## src/include/ext_bus_pkg.sv

```systemverilog
// constants, register map and state codes for the external basic bus interface
// assumes a 24-bit internal address, 32-bit apb data and a 16-bit external data bus
package ext_bus_pkg;

  // register indices; apb byte address is four times the index
  localparam logic [23:0] IDX_STATUS     = 24'hfee018; // bus mode and activity, read only
  localparam logic [23:0] IDX_SEL_DIR    = 24'hfee019; // direction bits for selects 0 to 3
  localparam logic [23:0] IDX_WIDTH      = 24'hfee01a; // area_width_select_reg
  localparam logic [23:0] IDX_STATES     = 24'hfee01b; // access_state_select_reg
  localparam logic [23:0] IDX_WAIT_UP    = 24'hfee01c; // wait_count_upper_reg, areas 7 to 4
  localparam logic [23:0] IDX_WAIT_LO    = 24'hfee01d; // wait_count_lower_reg, areas 3 to 0
  localparam logic [23:0] IDX_ADR_CTRL   = 24'hfee01e; // address_update_control
  localparam logic [23:0] IDX_SEL_EN     = 24'hfee01f; // select_output_enable_reg

  // reset values
  localparam logic [7:0]  RST_WIDTH      = 8'hff;      // all areas 8-bit
  localparam logic [7:0]  RST_STATES     = 8'hff;      // all areas three-state
  localparam logic [7:0]  RST_WAIT       = 8'hff;      // three program waits everywhere
  localparam logic [3:0]  RST_SEL_EN     = 4'h0;       // selects 4 to 7 are inputs
  localparam logic        RST_ADR_MODE   = 1'b1;       // update mode 1
  localparam logic [3:0]  SEL_EN_FILL    = 4'hf;       // low nibble of select enable reads ones
  localparam logic [6:0]  ADR_CTRL_FILL  = 7'h7f;      // upper bits of address control read ones

  // field positions
  localparam int          ADR_MODE_BIT   = 0;          // address_update_mode_bit
  localparam int          SEL_EN_LSB     = 4;          // select_output_enable_bit 4 at bit 4
  localparam int          AREA_LSB       = 21;         // area number in address bits 23:21

  // strap settling: edges after reset release before straps are taken
  localparam logic [1:0]  STRAP_WAIT     = 2'h2;

  // access sizes from internal masters
  typedef enum logic [1:0] {
    SZ_BYTE = 2'h0,
    SZ_WORD = 2'h1,
    SZ_LONG = 2'h2
  } size_t;

  // bus cycle states, one-hot
  typedef enum logic [4:0] {
    ST_IDLE = 5'h01,
    ST_T1   = 5'h02,
    ST_T2   = 5'h04,
    ST_TW   = 5'h08,
    ST_T3   = 5'h10
  } bus_state_t;

endpackage : ext_bus_pkg

```

## src/design/ext_bus_if.sv

```systemverilog
// external basic bus interface: area settings, area selects, address update
// modes, lane alignment and strobes, with an apb register slave
// assumes internal masters hold a request until req_ready_o, that straps are
// asynchronous, and that data pins answer within the bus clock's own cycle
//
// Behaviour
// - width bit: clear is 16-bit, set is 8-bit
// - any 16-bit area gives 16-bit bus mode
// - state bit: clear two states, set three
// - two-state areas never take wait states
// - three-state areas take 0 to 3 program waits
// - internal accesses use fixed width and timing
// - one active-low select per area in expanded mode
// - selects 0-3 gated by direction bits; reset values
// - with rom enabled selects 0-3 reset as inputs
// - selects 4-7 enabled by select enable bits
// - selects stay high on internal accesses
// - selects decoded from outgoing address lines
// - update mode 1 updates address every cycle
// - update mode 2 updates address only externally
// - mode bit chooses mode; reset gives mode 1
// - address control register at index fee01e
// - split reads in mode 2 need no hold
// - 8-bit area: upper lane, one byte per cycle
// - 16-bit area: byte or word, long as two
// - 16-bit byte: even upper lane, odd lower
// - one read strobe serves both lanes
// - upper and lower write strobes per lane
// - unused write lane undetermined, read lane ignored
// - mode bit clear is mode 2, set mode 1
// - select enable bits reset clear, reads 0f
//
// Local design decision: the APB register port.
`timescale 1ns/100ps
`default_nettype none

module ext_bus_if
(
  input  wire logic              core_clk_i,          // system clock, 125 mhz
  input  wire logic              arst_n_i,            // asynchronous reset, active low
  // apb register port
  input  wire logic              psel_i,
  input  wire logic              penable_i,
  input  wire logic              pwrite_i,
  input  wire logic [25:0]       paddr_i,
  input  wire logic [31:0]       pwdata_i,
  output logic      [31:0]       prdata_o,
  output logic                   pready_o,
  output logic                   pslverr_o,
  // straps from mode pins
  input  wire logic              expanded_mode_i,     // high in expanded modes
  input  wire logic              rom_enabled_i,       // high when on-chip rom is enabled
  // internal master request
  input  wire logic              req_valid_i,
  output logic                   req_ready_o,
  input  wire logic [23:0]       req_addr_i,
  input  wire logic              req_write_i,
  input  wire ext_bus_pkg::size_t req_size_i,
  input  wire logic [31:0]       req_wdata_i,
  input  wire logic              req_internal_i,      // target is on-chip rom, ram or i/o
  output logic                   rsp_valid_o,
  output logic      [31:0]       rsp_rdata_o,
  // external bus
  output logic      [23:0]       ext_addr_o,
  input  wire logic [15:0]       ext_data_i,
  output logic      [15:0]       ext_data_o,
  output logic      [1:0]        ext_data_oe_o,       // bit 1 upper lane, bit 0 lower lane
  output logic                   read_strobe_n_o,
  output logic                   upper_write_strobe_n_o,
  output logic                   lower_write_strobe_n_o,
  output logic      [7:0]        area_select_n_o,
  output logic      [7:0]        area_select_oe_o,
  output logic                   bus16_mode_o         // high in 16-bit bus mode
);
  import ext_bus_pkg::*;

  // every flip-flop of the block
  typedef struct packed {
    bus_state_t  st;          // bus cycle state
    logic [23:0] addr;        // external address pins
    logic [23:0] base;        // address of the request
    logic [1:0]  beat;        // current bus cycle within the access
    logic [1:0]  beats_left;  // bus cycles still to run after this one
    logic        wr;          // access is a write
    logic        internal;    // access targets on-chip space
    logic        wide;        // area is 16-bit
    logic        three;       // area is three-state
    logic [1:0]  waits_left;  // program waits still to insert
    size_t       size;        // access size
    logic [31:0] wsh;         // write data, left aligned, shifted per cycle
    logic [31:0] rsh;         // read data, shifted in per cycle
    logic [15:0] dout;        // external data out
    logic [1:0]  doe;         // external data enables
    logic        rd_n;        // read strobe
    logic        hwr_n;       // upper write strobe
    logic        lwr_n;       // lower write strobe
    logic        cs_act;      // an external cycle is on the pins
    logic [7:0]  width;       // area_width_select_reg
    logic [7:0]  states;      // access_state_select_reg
    logic [7:0]  wait_up;     // wait_count_upper_reg
    logic [7:0]  wait_lo;     // wait_count_lower_reg
    logic [3:0]  sel_en;      // select_output_enable_reg bits 7:4
    logic [3:0]  sel_dir;     // direction bits of selects 0 to 3
    logic        adr_mode;    // address_update_mode_bit
    logic [31:0] prdata;      // apb read data
    logic        pready;      // apb ready
    logic        pslverr;     // apb error
    logic        rsp_valid;   // access done pulse
    logic [31:0] rsp_data;    // assembled read data
    logic [1:0]  strap_s1;    // strap synchroniser, first stage
    logic [1:0]  strap_s2;    // strap synchroniser, second stage
    logic [1:0]  strap_cnt;   // edges since reset release
    logic        strap_done;  // straps taken
    logic        expanded;    // captured expanded mode
  } state_t;

  state_t q;                  // registered state
  state_t d;                  // next state

  // one-hot decode of an area number
  function automatic logic [7:0] area_onehot(input logic [2:0] area);
    area_onehot = 8'h01 << area;
  endfunction : area_onehot

  // program wait count of an area
  function automatic logic [1:0] area_waits(input logic [2:0] area,
                                            input logic [7:0] up,
                                            input logic [7:0] lo);
    logic [15:0] all;
    all = {up, lo};
    area_waits = all[{area, 1'b0} +: 2];
  endfunction : area_waits

  // address of a bus cycle within an access
  function automatic logic [23:0] beat_addr(input logic [23:0] base,
                                            input logic [1:0]  beat,
                                            input logic        wide,
                                            input size_t       size);
    if (!wide) begin
      beat_addr = base + {22'h0, beat};
    end else if (size == SZ_BYTE) begin
      beat_addr = base;
    end else begin
      beat_addr = base + {21'h0, beat, 1'b0};
    end
  endfunction : beat_addr

  logic [23:0] pidx;          // apb register index
  logic [31:0] rd_val;        // register read value
  logic        rd_hit;        // index is mapped
  logic        apb_wr;        // write takes effect this edge
  logic [2:0]  req_area;      // area of the incoming request
  logic        up_lane;       // this cycle uses the upper lane
  logic        lo_lane;       // this cycle uses the lower lane
  logic        last_state;    // current state ends the bus cycle
  logic [23:0] next_addr;     // address of the next bus cycle
  logic [7:0]  sel_oe;        // select output enables

  assign pidx   = paddr_i[25:2];
  assign apb_wr = psel_i & penable_i & q.pready & pwrite_i;

  // register read mux
  always_comb begin
    rd_hit = 1'b1;
    rd_val = 32'h0;
    case (pidx)
      IDX_STATUS:   rd_val = {30'h0, q.st != ST_IDLE, bus16_mode_o};
      IDX_SEL_DIR:  rd_val = {28'h0, q.sel_dir};
      IDX_WIDTH:    rd_val = {24'h0, q.width};
      IDX_STATES:   rd_val = {24'h0, q.states};
      IDX_WAIT_UP:  rd_val = {24'h0, q.wait_up};
      IDX_WAIT_LO:  rd_val = {24'h0, q.wait_lo};
      IDX_ADR_CTRL: rd_val = {24'h0, ADR_CTRL_FILL, q.adr_mode};
      IDX_SEL_EN:   rd_val = {24'h0, q.sel_en, SEL_EN_FILL};
      default:      rd_hit = 1'b0;                                     // unmapped reads zero
    endcase
  end

  // lane use of the cycle in flight
  assign up_lane    = !q.wide || (q.size != SZ_BYTE) || !q.addr[0];
  assign lo_lane    = q.wide && ((q.size != SZ_BYTE) || q.addr[0]);
  assign req_area   = req_addr_i[AREA_LSB +: 3];
  assign last_state = (q.st == ST_T3) || (q.st == ST_T2 && !q.three);
  assign next_addr  = beat_addr(q.base, q.beat + 2'h1, q.wide, q.size);

  // next state of the whole block
  always_comb begin
    d           = q;
    d.rsp_valid = 1'b0;
    // synchronisers: first stage read only by the second
    d.strap_s1  = {expanded_mode_i, rom_enabled_i};
    d.strap_s2  = q.strap_s1;

    // straps are taken once they have crossed the synchroniser
    if (!q.strap_done) begin
      if (q.strap_cnt == STRAP_WAIT) begin
        d.strap_done = 1'b1;
        d.expanded   = q.strap_s2[1];
        d.sel_dir    = {3'h0, ~q.strap_s2[0]};
      end else begin
        d.strap_cnt = q.strap_cnt + 2'h1;
      end
    end

    // apb: answer in the first access cycle, writes land at that edge
    d.pready  = psel_i & ~penable_i;
    d.pslverr = psel_i & ~penable_i & ~rd_hit;
    d.prdata  = (psel_i & ~penable_i & ~pwrite_i) ? rd_val : 32'h0;
    if (apb_wr) begin
      case (pidx)
        IDX_SEL_DIR:  d.sel_dir  = pwdata_i[3:0];
        IDX_WIDTH:    d.width    = pwdata_i[7:0];
        IDX_STATES:   d.states   = pwdata_i[7:0];
        IDX_WAIT_UP:  d.wait_up  = pwdata_i[7:0];
        IDX_WAIT_LO:  d.wait_lo  = pwdata_i[7:0];
        IDX_ADR_CTRL: d.adr_mode = pwdata_i[ADR_MODE_BIT];
        IDX_SEL_EN:   d.sel_en   = pwdata_i[SEL_EN_LSB +: 4];
        default:      d.adr_mode = q.adr_mode;                         // writes ignored
      endcase
    end

    case (q.st)
      // take a request and set up its first bus cycle
      ST_IDLE: begin
        if (req_valid_i && q.strap_done) begin
          d.st       = ST_T1;
          d.base     = req_addr_i;
          d.beat     = 2'h0;
          d.wr       = req_write_i;
          d.size     = req_size_i;
          d.internal = req_internal_i;
          d.rsh      = 32'h0;
          if (req_internal_i) begin
            // fixed two-state cycle, no strobes, no selects
            d.wide       = 1'b1;
            d.three      = 1'b0;
            d.waits_left = 2'h0;
            d.beats_left = 2'h0;
            d.cs_act     = 1'b0;
            if (q.adr_mode) begin
              d.addr = req_addr_i;
            end
          end else begin
            d.wide       = ~q.width[req_area];
            d.three      = q.states[req_area];
            d.waits_left = q.states[req_area] ?
                           area_waits(req_area, q.wait_up, q.wait_lo) : 2'h0;
            d.addr       = req_addr_i;
            d.cs_act     = 1'b1;
            if (q.width[req_area]) begin
              d.beats_left = (req_size_i == SZ_LONG) ? 2'h3 :
                             (req_size_i == SZ_WORD) ? 2'h1 : 2'h0;
            end else begin
              d.beats_left = (req_size_i == SZ_LONG) ? 2'h1 : 2'h0;
            end
            // left align write data so each cycle takes the top
            case (req_size_i)
              SZ_BYTE: d.wsh = {req_wdata_i[7:0], 24'h0};
              SZ_WORD: d.wsh = {req_wdata_i[15:0], 16'h0};
              default: d.wsh = req_wdata_i;
            endcase
          end
        end
      end
      // first state: address and select out; write data driven from the second state
      ST_T1: begin
        d.st = ST_T2;
        if (!q.internal) begin
          if (q.wr) begin
            d.dout = (!q.wide || q.size == SZ_BYTE) ?
                     {q.wsh[31:24], q.wsh[31:24]} : q.wsh[31:16];
            d.doe  = 2'b11;
            d.hwr_n = ~up_lane;
            d.lwr_n = ~lo_lane;
          end else begin
            d.doe  = 2'b00;
            d.rd_n = 1'b0;
          end
        end
      end
      // second state, then waits or the third state
      ST_T2: begin
        if (q.three) begin
          d.st = (q.waits_left != 2'h0) ? ST_TW : ST_T3;
        end
      end
      // program waits
      ST_TW: begin
        d.waits_left = q.waits_left - 2'h1;
        if (q.waits_left == 2'h1) begin
          d.st = ST_T3;
        end
      end
      ST_T3: begin
        d.st = ST_T3;
      end
      default: begin
        d.st = ST_IDLE;
      end
    endcase

    // end of a bus cycle: capture read data, release strobes
    if (last_state) begin
      d.rd_n  = 1'b1;
      d.hwr_n = 1'b1;
      d.lwr_n = 1'b1;
      d.doe   = 2'b00;
      if (!q.internal && !q.wr) begin
        if (q.wide && q.size != SZ_BYTE) begin
          d.rsh = {q.rsh[15:0], ext_data_i};
        end else if (lo_lane) begin
          d.rsh = {q.rsh[23:0], ext_data_i[7:0]};
        end else begin
          d.rsh = {q.rsh[23:0], ext_data_i[15:8]};
        end
      end
      d.wsh = (q.wide && q.size != SZ_BYTE) ? {q.wsh[15:0], 16'h0} :
                                               {q.wsh[23:0], 8'h0};
      if (q.beats_left != 2'h0) begin
        // next bus cycle of a split access; no address hold promised
        d.st         = ST_T1;
        d.beat       = q.beat + 2'h1;
        d.beats_left = q.beats_left - 2'h1;
        d.addr       = next_addr;
        d.waits_left = area_waits(q.addr[AREA_LSB +: 3], q.wait_up, q.wait_lo);
        if (!q.three) begin
          d.waits_left = 2'h0;
        end
      end else begin
        d.st        = ST_IDLE;
        d.cs_act    = 1'b0;
        d.rsp_valid = 1'b1;
        d.rsp_data  = d.rsh;
      end
    end
  end

  // state register
  always_ff @(posedge core_clk_i or negedge arst_n_i) begin
    if (!arst_n_i) begin
      q            <= '0;
      q.st         <= ST_IDLE;
      q.rd_n       <= 1'b1;
      q.hwr_n      <= 1'b1;
      q.lwr_n      <= 1'b1;
      q.width      <= RST_WIDTH;
      q.states     <= RST_STATES;
      q.wait_up    <= RST_WAIT;
      q.wait_lo    <= RST_WAIT;
      q.sel_en     <= RST_SEL_EN;
      q.adr_mode   <= RST_ADR_MODE;
    end else begin
      q <= d;
    end
  end

  // select enables: direction bits for 0 to 3, enable bits for 4 to 7
  assign sel_oe = q.expanded ? {q.sel_en, q.sel_dir} : 8'h00;

  // outputs
  assign prdata_o               = q.prdata;
  assign pready_o               = q.pready;
  assign pslverr_o              = q.pslverr;
  assign req_ready_o            = (q.st == ST_IDLE) && q.strap_done;
  assign rsp_valid_o            = q.rsp_valid;
  assign rsp_rdata_o            = q.rsp_data;
  assign ext_addr_o             = q.addr;
  assign ext_data_o             = q.dout;
  assign ext_data_oe_o          = q.doe;
  assign read_strobe_n_o        = q.rd_n;
  assign upper_write_strobe_n_o = q.hwr_n;
  assign lower_write_strobe_n_o = q.lwr_n;
  // selects decode the address on the pins, high on internal cycles
  assign area_select_n_o        = ~(area_onehot(q.addr[AREA_LSB +: 3]) &
                                    {8{q.cs_act}});
  assign area_select_oe_o       = sel_oe;
  assign bus16_mode_o           = (q.width != 8'hff);

endmodule : ext_bus_if

`default_nettype wire

```

## config.mk

```make
export PLATFORM = sky130hd
export DESIGN_NAME = ext_bus_if
export DESIGN_NICKNAME = d
export VERILOG_FILES = /design/src/include/ext_bus_pkg.sv /design/src/design/ext_bus_if.sv
export SDC_FILE = /design/constraint.sdc
export NUM_CORES = 1
export LEC_CHECK = 0
export BUFFER_PORTS_ARGS = -buffer_cell sky130_fd_sc_hd__buf_4
export CORE_AREA = 8 8 248 202
export CTS_CLUSTER_SIZE = 16
export DETAILED_ROUTE_END_ITERATION = 8
export DIE_AREA = 0 0 256 210
export HOLD_SLACK_MARGIN = 0.05
export PLACE_DENSITY = 0.53
export SYNTH_ARGS = -nofsm -noshare
export SYNTH_HDL_FRONTEND = slang
export SYNTH_SLANG_ARGS = --single-unit
```

## constraint.sdc

```tcl
create_clock -name core_clk_i -period 5 [get_ports core_clk_i]
set_input_delay 0.75 -clock core_clk_i [delete_from_list [all_inputs] [get_ports core_clk_i]]
set_output_delay 0.75 -clock core_clk_i [all_outputs]
set_load 0.05 [all_outputs]
```

==> flow_summary.toml, run 1 <==
[cts]
clkLatencyLatePin_ns = 0.57
cts_tree = "yes"
htree_levels = 1
clockBufferDepth = 3
cts_made_buffers = 31
cts_resized = 0
post-cts-setup-buffers = 0
clock_sinks = 242
clk_pin_slew_ns = 0.06
cts_root_buffer = "clkbuf_16"
cts_hold_buf = 0

[global_route]
grt_pass1_vias = 10000
grt_max_degree = 113
grt_antenna_before_repair = 1
gr-total-overflow = 0
track_usage_pct = 13.7
grt_pass1_wl_mm = 60.1

[sta]
fin_worst_skew_ns = 0.0206
slew_viol_final = 0
maxSlewHeadroom_pct = 22.2
setup_viol = 0
worst_slack_ns = 1.51
rsz0062_at_grt = "false"
fmax_ghz = 0.287
tns_ns = 0
period_minus_slack_ns = 3.49
finalCritPeriodShare_pct = 69.8
max_slew.worst_pin.slew_ns = 1.16
hold_viol_final = 0

[min_path]
worstHoldPathType = "in2async"

[status]
status = "complete, no violations"

[route]
antenna_left = 0
drt_iter0_markers = 537
first_pass_iters = 5
viasPerCell = 4.79
dr_total_vias = 9886
drc = 0
wl_per_cell_um = 18.6
routed_wirelength_mm = 38.3

[synthesis]
ys_ff_latch = 242
synth_edf_count = 0
synth_area_leader_cell = "dfrtp_1"
synth_common_cells = "dfrtp_1, nand2_1, nor2_1"
async_reset_ff_share_pct = 100
post-synth-top-area-fraction_pct = 38.9
ys_seq_area_share_pct = 46.3
synth.most_common_cell = "dfrtp_1"
synth_warnings = 0
netlist_area_mm2 = 0.0132
synth_cell_types = 67
synth_area_leaders = "dfrtp_1, mux2i_1, dfstp_2"
avgSynthCellArea_um2 = 9.97
synth_flop_cell = "dfrtp_1"
syn_inst = 1322

[place]
routabilityCongestion = 0.812
hpwl_mm = 26.6
place_ws_ns = 1.50
port_buffers = 221

[critical_path]
cp.arrival_ns = 3.98
cp-end-kind = "register"
crit_family = "simple AND/OR/NAND/NOR gates"
start_kind = "register"
reg2reg_slack_ns = 1.51
cp_data_required_time_ns = 5.49
crit_chain = "or3_1 > or4_1 > and2_1 > buf_4 > nor2b_1 > a22o_1"
critical_path_class = "reg2reg"
worstPathMaxFanout = 41
max_stage_delay_ns = 0.97
critPathBufInv = 1
cp_slowest_cell = "or4_1"

[power_and_ir_drop]
p_leak_nw = 7.27
vdd_ir_drop_max_mv = 0.296
power_density_mw_per_mm2 = 581
power_mw = 9.15

[floorplan]
chipHeight_um = 210
rows = 71
io_pins = 272
start_util_pct = 28.5
dieWidth_um = 256
coreArea_mm2 = 0.0463
die-area_mm2 = 0.0538

[run]
cap_violations = 0

[finish]
nNetsFinal = 1572
fin_util_pct = 34.0
area_delta_synth_final_pct = 19.5
drive_above_1_share_pct = 27.4
[worst register-to-register path, stage by stage (launching register included)]
cell	delay, ns
dfrtp_1	0.47
or3_1	0.53
or4_1	0.97
and2_1	0.37
buf_4	0.25
nor2b_1	0.60
a22o_1	0.23
[flip-flops by register name, summed over array words and instances (netlist names)]
register	cells
q	153
rsp_rdata_o	32
ext_addr_o	24
ext_data_o	16
prdata_o	8
d	2
ext_data_oe_o	1
lower_write_strobe_n_o	1
pready_o	1
pslverr_o	1
read_strobe_n_o	1
rsp_valid_o	1
upper_write_strobe_n_o	1
[cells in the final DEF (no fill, tap or decap), types with 23 or more instances in the layout]
cell type  count
dfstp_2       37
nand3_1       49
nor2_1       108
clkbuf_16     31
a21oi_1       42
a22oi_1       23
mux2_2        36
conb_1        24
o21ai_1       55
nand2_1      159
dfrtp_1      205
buf_4        236
a311oi_1      25
mux2i_1       99
[routing by layer]
layer  global-route usage (%)  wire length, µm  up-vias
met5                        0                0        -
met4                     2.57              553        0
met3                     2.69             1610       39
met2                     21.8            17500      194
met1                     19.5            18600     4906
li1                         -                -     4747
[logic make-up (layout without fill, tap and decap cells)]
kind of cell,count (synthesis),after routing,synth area share [%]
flip-flops,242,242,46.3
buffers and inverters,216,314,9.53
adder cells (fa/ha/maj),12,12,1.25
other,1,25,0.0284
XOR/XNOR,23,23,1.53
AND/OR/NAND/NOR,422,422,15.0
AO/OA/AOI/OAI,239,239,12.0
multiplexers,167,167,14.4
[worst paths after layout]
check,start,end,cells past startpoint
min reg2reg,d[4],q[4],0
max in group asynchronous,arst_n_i,ext_data_oe_o[0],2
min in group core_clk_i,rom_enabled_i,d[4],1
max,q[265],q[174],6
min,arst_n_i,q[184],1
max reg2reg,q[265],q[174],6
[final cells by class]
cell class | count | area (µm²)
diodes | 1 | 2.50
clock buffers | 43 | 861
clock inverters | 15 | 199
fillers | 4698 | 30500
inverters | 18 | 67.6
multi-input cells | 887 | 5940
flip-flops and latches | 242 | 6100
well taps | 620 | 776
repair buffers | 238 | 1810
[through the flow]
step / instances / cell area, µm² / hold WS, ns
6_report: 2064 / 15800 / 0.259
3_3_place_gp: 2005 / 14700 / 0.336
5_1_grt: 2064 / 15800 / 0.246
4_1_cts: 2063 / 15800 / 0.232
3_5_place_dp: 2005 / 14700 / 0.340
2_1_floorplan: 1345 / 13300 / 0.331
[power by group]
part           leakage (nW)  internal [mW]  switching (mW)
combinational          3.73           1.25            2.55
sequential             3.02           2.53           0.517
clock                 0.515           1.41           0.893
Note: power is estimated with default switching activity, not from simulation.
==> inputs of run 2 (changes only) <==
==> constraint.sdc (replaced) <==
create_clock -name core_clk_i -period 3.45 [get_ports core_clk_i]
set_input_delay 0.5175 -clock core_clk_i [delete_from_list [all_inputs] [get_ports core_clk_i]]
set_output_delay 0.5175 -clock core_clk_i [all_outputs]
set_load 0.05 [all_outputs]
==> run 2 against run 1 <==
Non-clock buffer count grew 15. Global-route usage grew 0.10 points. Fmax grew 22%. Count of clock-buffer cells in the layout is the same. Final area grew 1.0%. Clock skew shrank 0.0074 ns. Die area is the same. Critical path depth is the same.
==> flow_summary.toml, run 2 (synthesized netlist as in run 1, its figures left out) <==
[power_and_ir_drop]
netSwitchingPower_mw = 5.72
p_sw_share_pct = 42.7
p_leak_nw = 7.36
p_clk_share_pct = 25.6
p_seq_share_pct = 32.7
combPwrFrac_pct = 41.7
p_int_mw = 7.69
vdd_ir_drop_max_mv = 0.545
power_density_mw_per_mm2 = 843

[route]
dr_total_vias = 9956
viasPerCell = 4.79
wl_per_cell_um = 18.5
routed_wirelength_mm = 38.4
drt_iter0_markers = 528
drc = 0
first_pass_iters = 4
antenna_left = 0

[finish]
mostFrequentLayoutCell = "buf_4"
largest-register = "q"
nNetsFinal = 1586
drive_above_1_share_pct = 28.0
area_delta_synth_final_pct = 20.8
final_cell_mix = "buf_4, dfrtp_1, nand2_1"
largest_reg_flops = 153

[critical_path]
max_stage_delay_ns = 0.61
cp_data_required_time_ns = 3.94
crit_family = "simple AND/OR/NAND/NOR gates"
start_kind = "register"
worstPathMaxFanout = 39
critical_path_class = "reg2reg"
reg2reg_slack_ns = 0.58
critPathBufInv = 1
crit_chain = "or3_1 > or3_4 > nor3_4 > buf_4 > nor2b_1 > a22o_1"
cp_slowest_cell = "or3_4"
cp.arrival_ns = 3.36
cp-end-kind = "register"

[cts]
clk_pin_slew_ns = 0.06
cts_made_buffers = 30
cts_tree = "yes"
cts_root_buffer = "clkbuf_16"
cts_resized = 0
clkLatencyLatePin_ns = 0.56
post-cts-setup-buffers = 0
clockBufferDepth = 3
htree_levels = 1
clock_sinks = 242

[place]
place_ws_ns = 0.617
routabilityCongestion = 0.796
hpwl_mm = 27.4
port_buffers = 221

[floorplan]
chipHeight_um = 210
rows = 71
die-area_mm2 = 0.0538
io_pins = 272
coreArea_mm2 = 0.0463
dieWidth_um = 256
start_util_pct = 28.5

[sta]
tns_ns = 0
finalCritPeriodShare_pct = 83.1
whs_ns = 0.129
fin_worst_skew_ns = 0.0132
slew_viol_final = 0
setup_viol = 0
fmax_ghz = 0.349
maxSlewHeadroom_pct = 24.0
worst_slack_ns = 0.582
max_slew.worst_pin.slew_ns = 1.14
period_minus_slack_ns = 2.87
hold_viol_final = 0
rsz0062_at_grt = "false"

[global_route]
track_usage_pct = 13.8
grt_pass1_wl_mm = 60.6
gr-total-overflow = 0
grt_antenna_before_repair = 1
grt_pass1_vias = 10300
grt_max_degree = 81

[status]
status = "complete, no violations"

[run]
cap_violations = 0

[min_path]
worstHoldPathType = "in2reg"
run 2: changes by cell type in the layout (fill, tap and decap cells not counted), sizes merged:
cell         change
dlygate4sd3      +3
bufinv           +1
inv              -3
buf             +12
run 2: metrics by stage:
stage	cell area, µm²	util, %	power (mW)	std cells
4_1_cts	15900	34.4	13.6	2076
6_report	15900	34.4	13.4	2077
3_3_place_gp	14800	32.0	10.0	2017
5_1_grt	15900	34.4	14.2	2077
2_1_floorplan	13300	-	8.82	1345
3_5_place_dp	14800	32.0	10.1	2017
run 2: area by class of cell:
cell class | instances | area (µm²)
Clock inverter | 13 | 199
Tap cell | 620 | 776
Multi-Input combinational cell | 887 | 5940
Antenna cell | 1 | 2.50
Sequential cell | 242 | 6100
Fill cell | 4726 | 30400
Timing Repair Buffer | 253 | 1940
Inverter | 18 | 67.6
Clock buffer | 43 | 891
run 2: per-layer routing:
| layer | vias up | track usage (%) | wire length (µm) |
|---|---|---|---|
| li1 | 4768 | - | - |
| met1 | 4961 | 19.6 | 18500 |
| met2 | 187 | 22.0 | 17600 |
| met3 | 40 | 2.74 | 1690 |
| met4 | 0 | 2.55 | 666 |
| met5 | - | 0 | 0 |
run 2: final timing paths:
| kind | start | to | depth (start not counted) |
|---|---|---|---|
| setup / recovery | q[265] | q[171] | 6 |
| hold / removal | penable_i | pready_o | 2 |
| setup reg to reg | q[265] | q[171] | 6 |
| hold reg to reg | d[5] | q[5] | 0 |
| max in group asynchronous | arst_n_i | q[151] | 3 |
| min in group asynchronous | arst_n_i | ext_data_o[12] | 2 |
run 2: power groups by stage:
stage	Clock (mW)	Sequential [mW]	Combinational, mW
6_report	3.44	4.38	5.59
5_1_grt	3.66	4.52	6.06
4_1_cts	3.54	4.40	5.68
3_5_place_dp	0	4.43	5.66
3_3_place_gp	0	4.41	5.62
2_1_floorplan	0	4.21	4.61
run 2: what timing repair did:
action / CTS / global route
endpoints found under the setup margin: 0 / 0
hold buffers: 3 / 0
endpoints found under the hold margin: 76 / 0
==> inputs of run 3 (changes only) <==
==> constraint.sdc (replaced) <==
create_clock -name core_clk_i -period 2.8 [get_ports core_clk_i]
set_input_delay 0.42 -clock core_clk_i [delete_from_list [all_inputs] [get_ports core_clk_i]]
set_output_delay 0.42 -clock core_clk_i [all_outputs]
set_load 0.05 [all_outputs]
==> run 3 against run 2 <==
Worst hold slack worse by 0.037 ns. Die area unchanged. Combinational power rose by 24%. Sequential power increased by 24%. Clock skew up 0.0034 ns. Final area is 1.4% higher. Highest routed layer unchanged. Critical path depth fell by 2. Wire length decreased by 0.21%. First-iteration DRC count grew 2.8%.
==> flow_summary.toml, run 3 (synthesized netlist as in run 1, its figures left out) <==
[cts]
htree_levels = 1
clock_sinks = 242
post-cts-setup-buffers = 0
clk_pin_slew_ns = 0.06
cts_made_buffers = 30
clockBufferDepth = 3
clkLatencyLatePin_ns = 0.57
cts_hold_buf = 24
cts_resized = 0
cts_root_buffer = "clkbuf_16"
cts_tree = "yes"

[critical_path]
cp_slowest_cell = "or3_1"
critPathBufInv = 1
crit_chain = "or3_1 > nor2_1 > and2_1 > buf_4"
worstPathMaxFanout = 10
max_stage_delay_ns = 0.48
critical_path_class = "reg2out"
cp.arrival_ns = 2.13
crit_family = "simple AND/OR/NAND/NOR gates"
start_kind = "register"
cp-end-kind = "primary output"
cp_data_required_time_ns = 2.38

[place]
dpl-instance-area_mm2 = 0.0149
routabilityCongestion = 0.804
hpwl_mm = 27.2
port_buffers = 221
dp_cells = 2026

[finish]
area_delta_synth_final_pct = 22.5
stdcell_count = 2106
mostFrequentLayoutCell = "buf_4"
post-route-cell-area_mm2 = 0.0161
drive_above_1_share_pct = 28.1
nNetsFinal = 1616
largest_reg_flops = 153
final_cell_mix = "buf_4, dfrtp_1, nand2_1"
diodes = 0
largest-register = "q"

[sta]
maxSlewHeadroom_pct = 19.5
period_minus_slack_ns = 2.55
hold_viol_final = 0
setup_viol = 0
tns_ns = 0
max_slew.worst_pin.slew_ns = 1.20
fin_worst_skew_ns = 0.0167
fmax_ghz = 0.392
slew_viol_final = 0
rsz0062_at_grt = "false"
finalCritPeriodShare_pct = 91.0
whs_ns = 0.0916

[floorplan]
die-area_mm2 = 0.0538
coreArea_mm2 = 0.0463
io_pins = 272
chipHeight_um = 210
start_util_pct = 28.5
rows = 71
dieWidth_um = 256

[route]
routed_wirelength_mm = 38.4
viasPerCell = 4.77
drc = 0
wl_met2_mm = 17.4
first_pass_iters = 4
wl_per_cell_um = 18.2
drt_iter0_markers = 543
wl_met3_mm = 1.82
antenna_left = 0
wl_met1_mm = 18.4
top_layer_used = "met4"
dr_total_vias = 10100

[global_route]
track_usage_pct = 13.8
grt_pass1_vias = 10300
grt_pass1_wl_mm = 60.7
grt_antenna_before_repair = 0
gr-total-overflow = 0
grt_max_degree = 78

[power_and_ir_drop]
power_density_mw_per_mm2 = 1010
vdd_ir_drop_max_mv = 0.612
p_leak_nw = 7.48
power_mw = 16.2

[status]
status = "complete, no violations"

[run]
cap_violations = 0

[min_path]
worstHoldPathType = "in2reg"
[run 3: cell count changes in the layout (fill, tap and decap cells not counted), sizes merged]
cell,change
buf,+9
bufinv,-4
clkinvlp,-1
inv,+2
dlygate4sd3,+21
diode,-1
clkinv,+3
[run 3: per-stage QoR]
stage	util, %	worst slack [ns]
4_1_cts	34.9	0.199
3_5_place_dp	32.2	0.302
2_1_floorplan	-	0.584
5_1_grt	34.9	0.0796
6_report	34.9	0.251
3_3_place_gp	32.2	0.328
[run 3: routing by layer]
metal	track usage (%)	vias up
li1	-	4832
met1	19.3	4945
met2	21.9	231
met3	2.83	43
met4	3.02	0
met5	0	-
[run 3: path summary, 6_finish.rpt]
path	start	endpoint	slack, ns	depth (start not counted)
min in group asynchronous	arst_n_i	q[198]	0.46	2
max in group asynchronous	arst_n_i	q[166]	1.51	3
hold reg to reg	d[5]	q[5]	0.35	0
setup reg to reg	q[266]	ext_addr_o[22]	0.32	5
setup / recovery	q[266]	req_ready_o	0.25	4
hold / removal	req_addr_i[1]	q[215]	0.09	3
[run 3: report_power, final]
part	total, mW	switching (mW)	internal, mW	leakage (nW)
Sequential	5.41	0.898	4.52	3.02
Clock	3.91	1.60	2.31	0.498
Combinational	6.91	4.57	2.34	3.96
Total	16.2	7.07	9.17	7.48
[run 3: final cells by class]
| type | instances | area (µm²) |
|---|---|---|
| well taps | 620 | 776 |
| multi-input cells | 887 | 5940 |
| flip-flops and latches | 242 | 6100 |
| repair buffers | 283 | 2250 |
| clock inverters | 13 | 115 |
| fillers | 4702 | 30100 |
| clock buffers | 43 | 891 |
| inverters | 18 | 67.6 |
[run 3: tightest hold or removal path, delay by kind of cell]
family,cells,cell delay (ns)
buffers and inverters,1,0.10
AOI/OAI and AO/OA,1,0.06
and+or+nand+nor,1,0.04
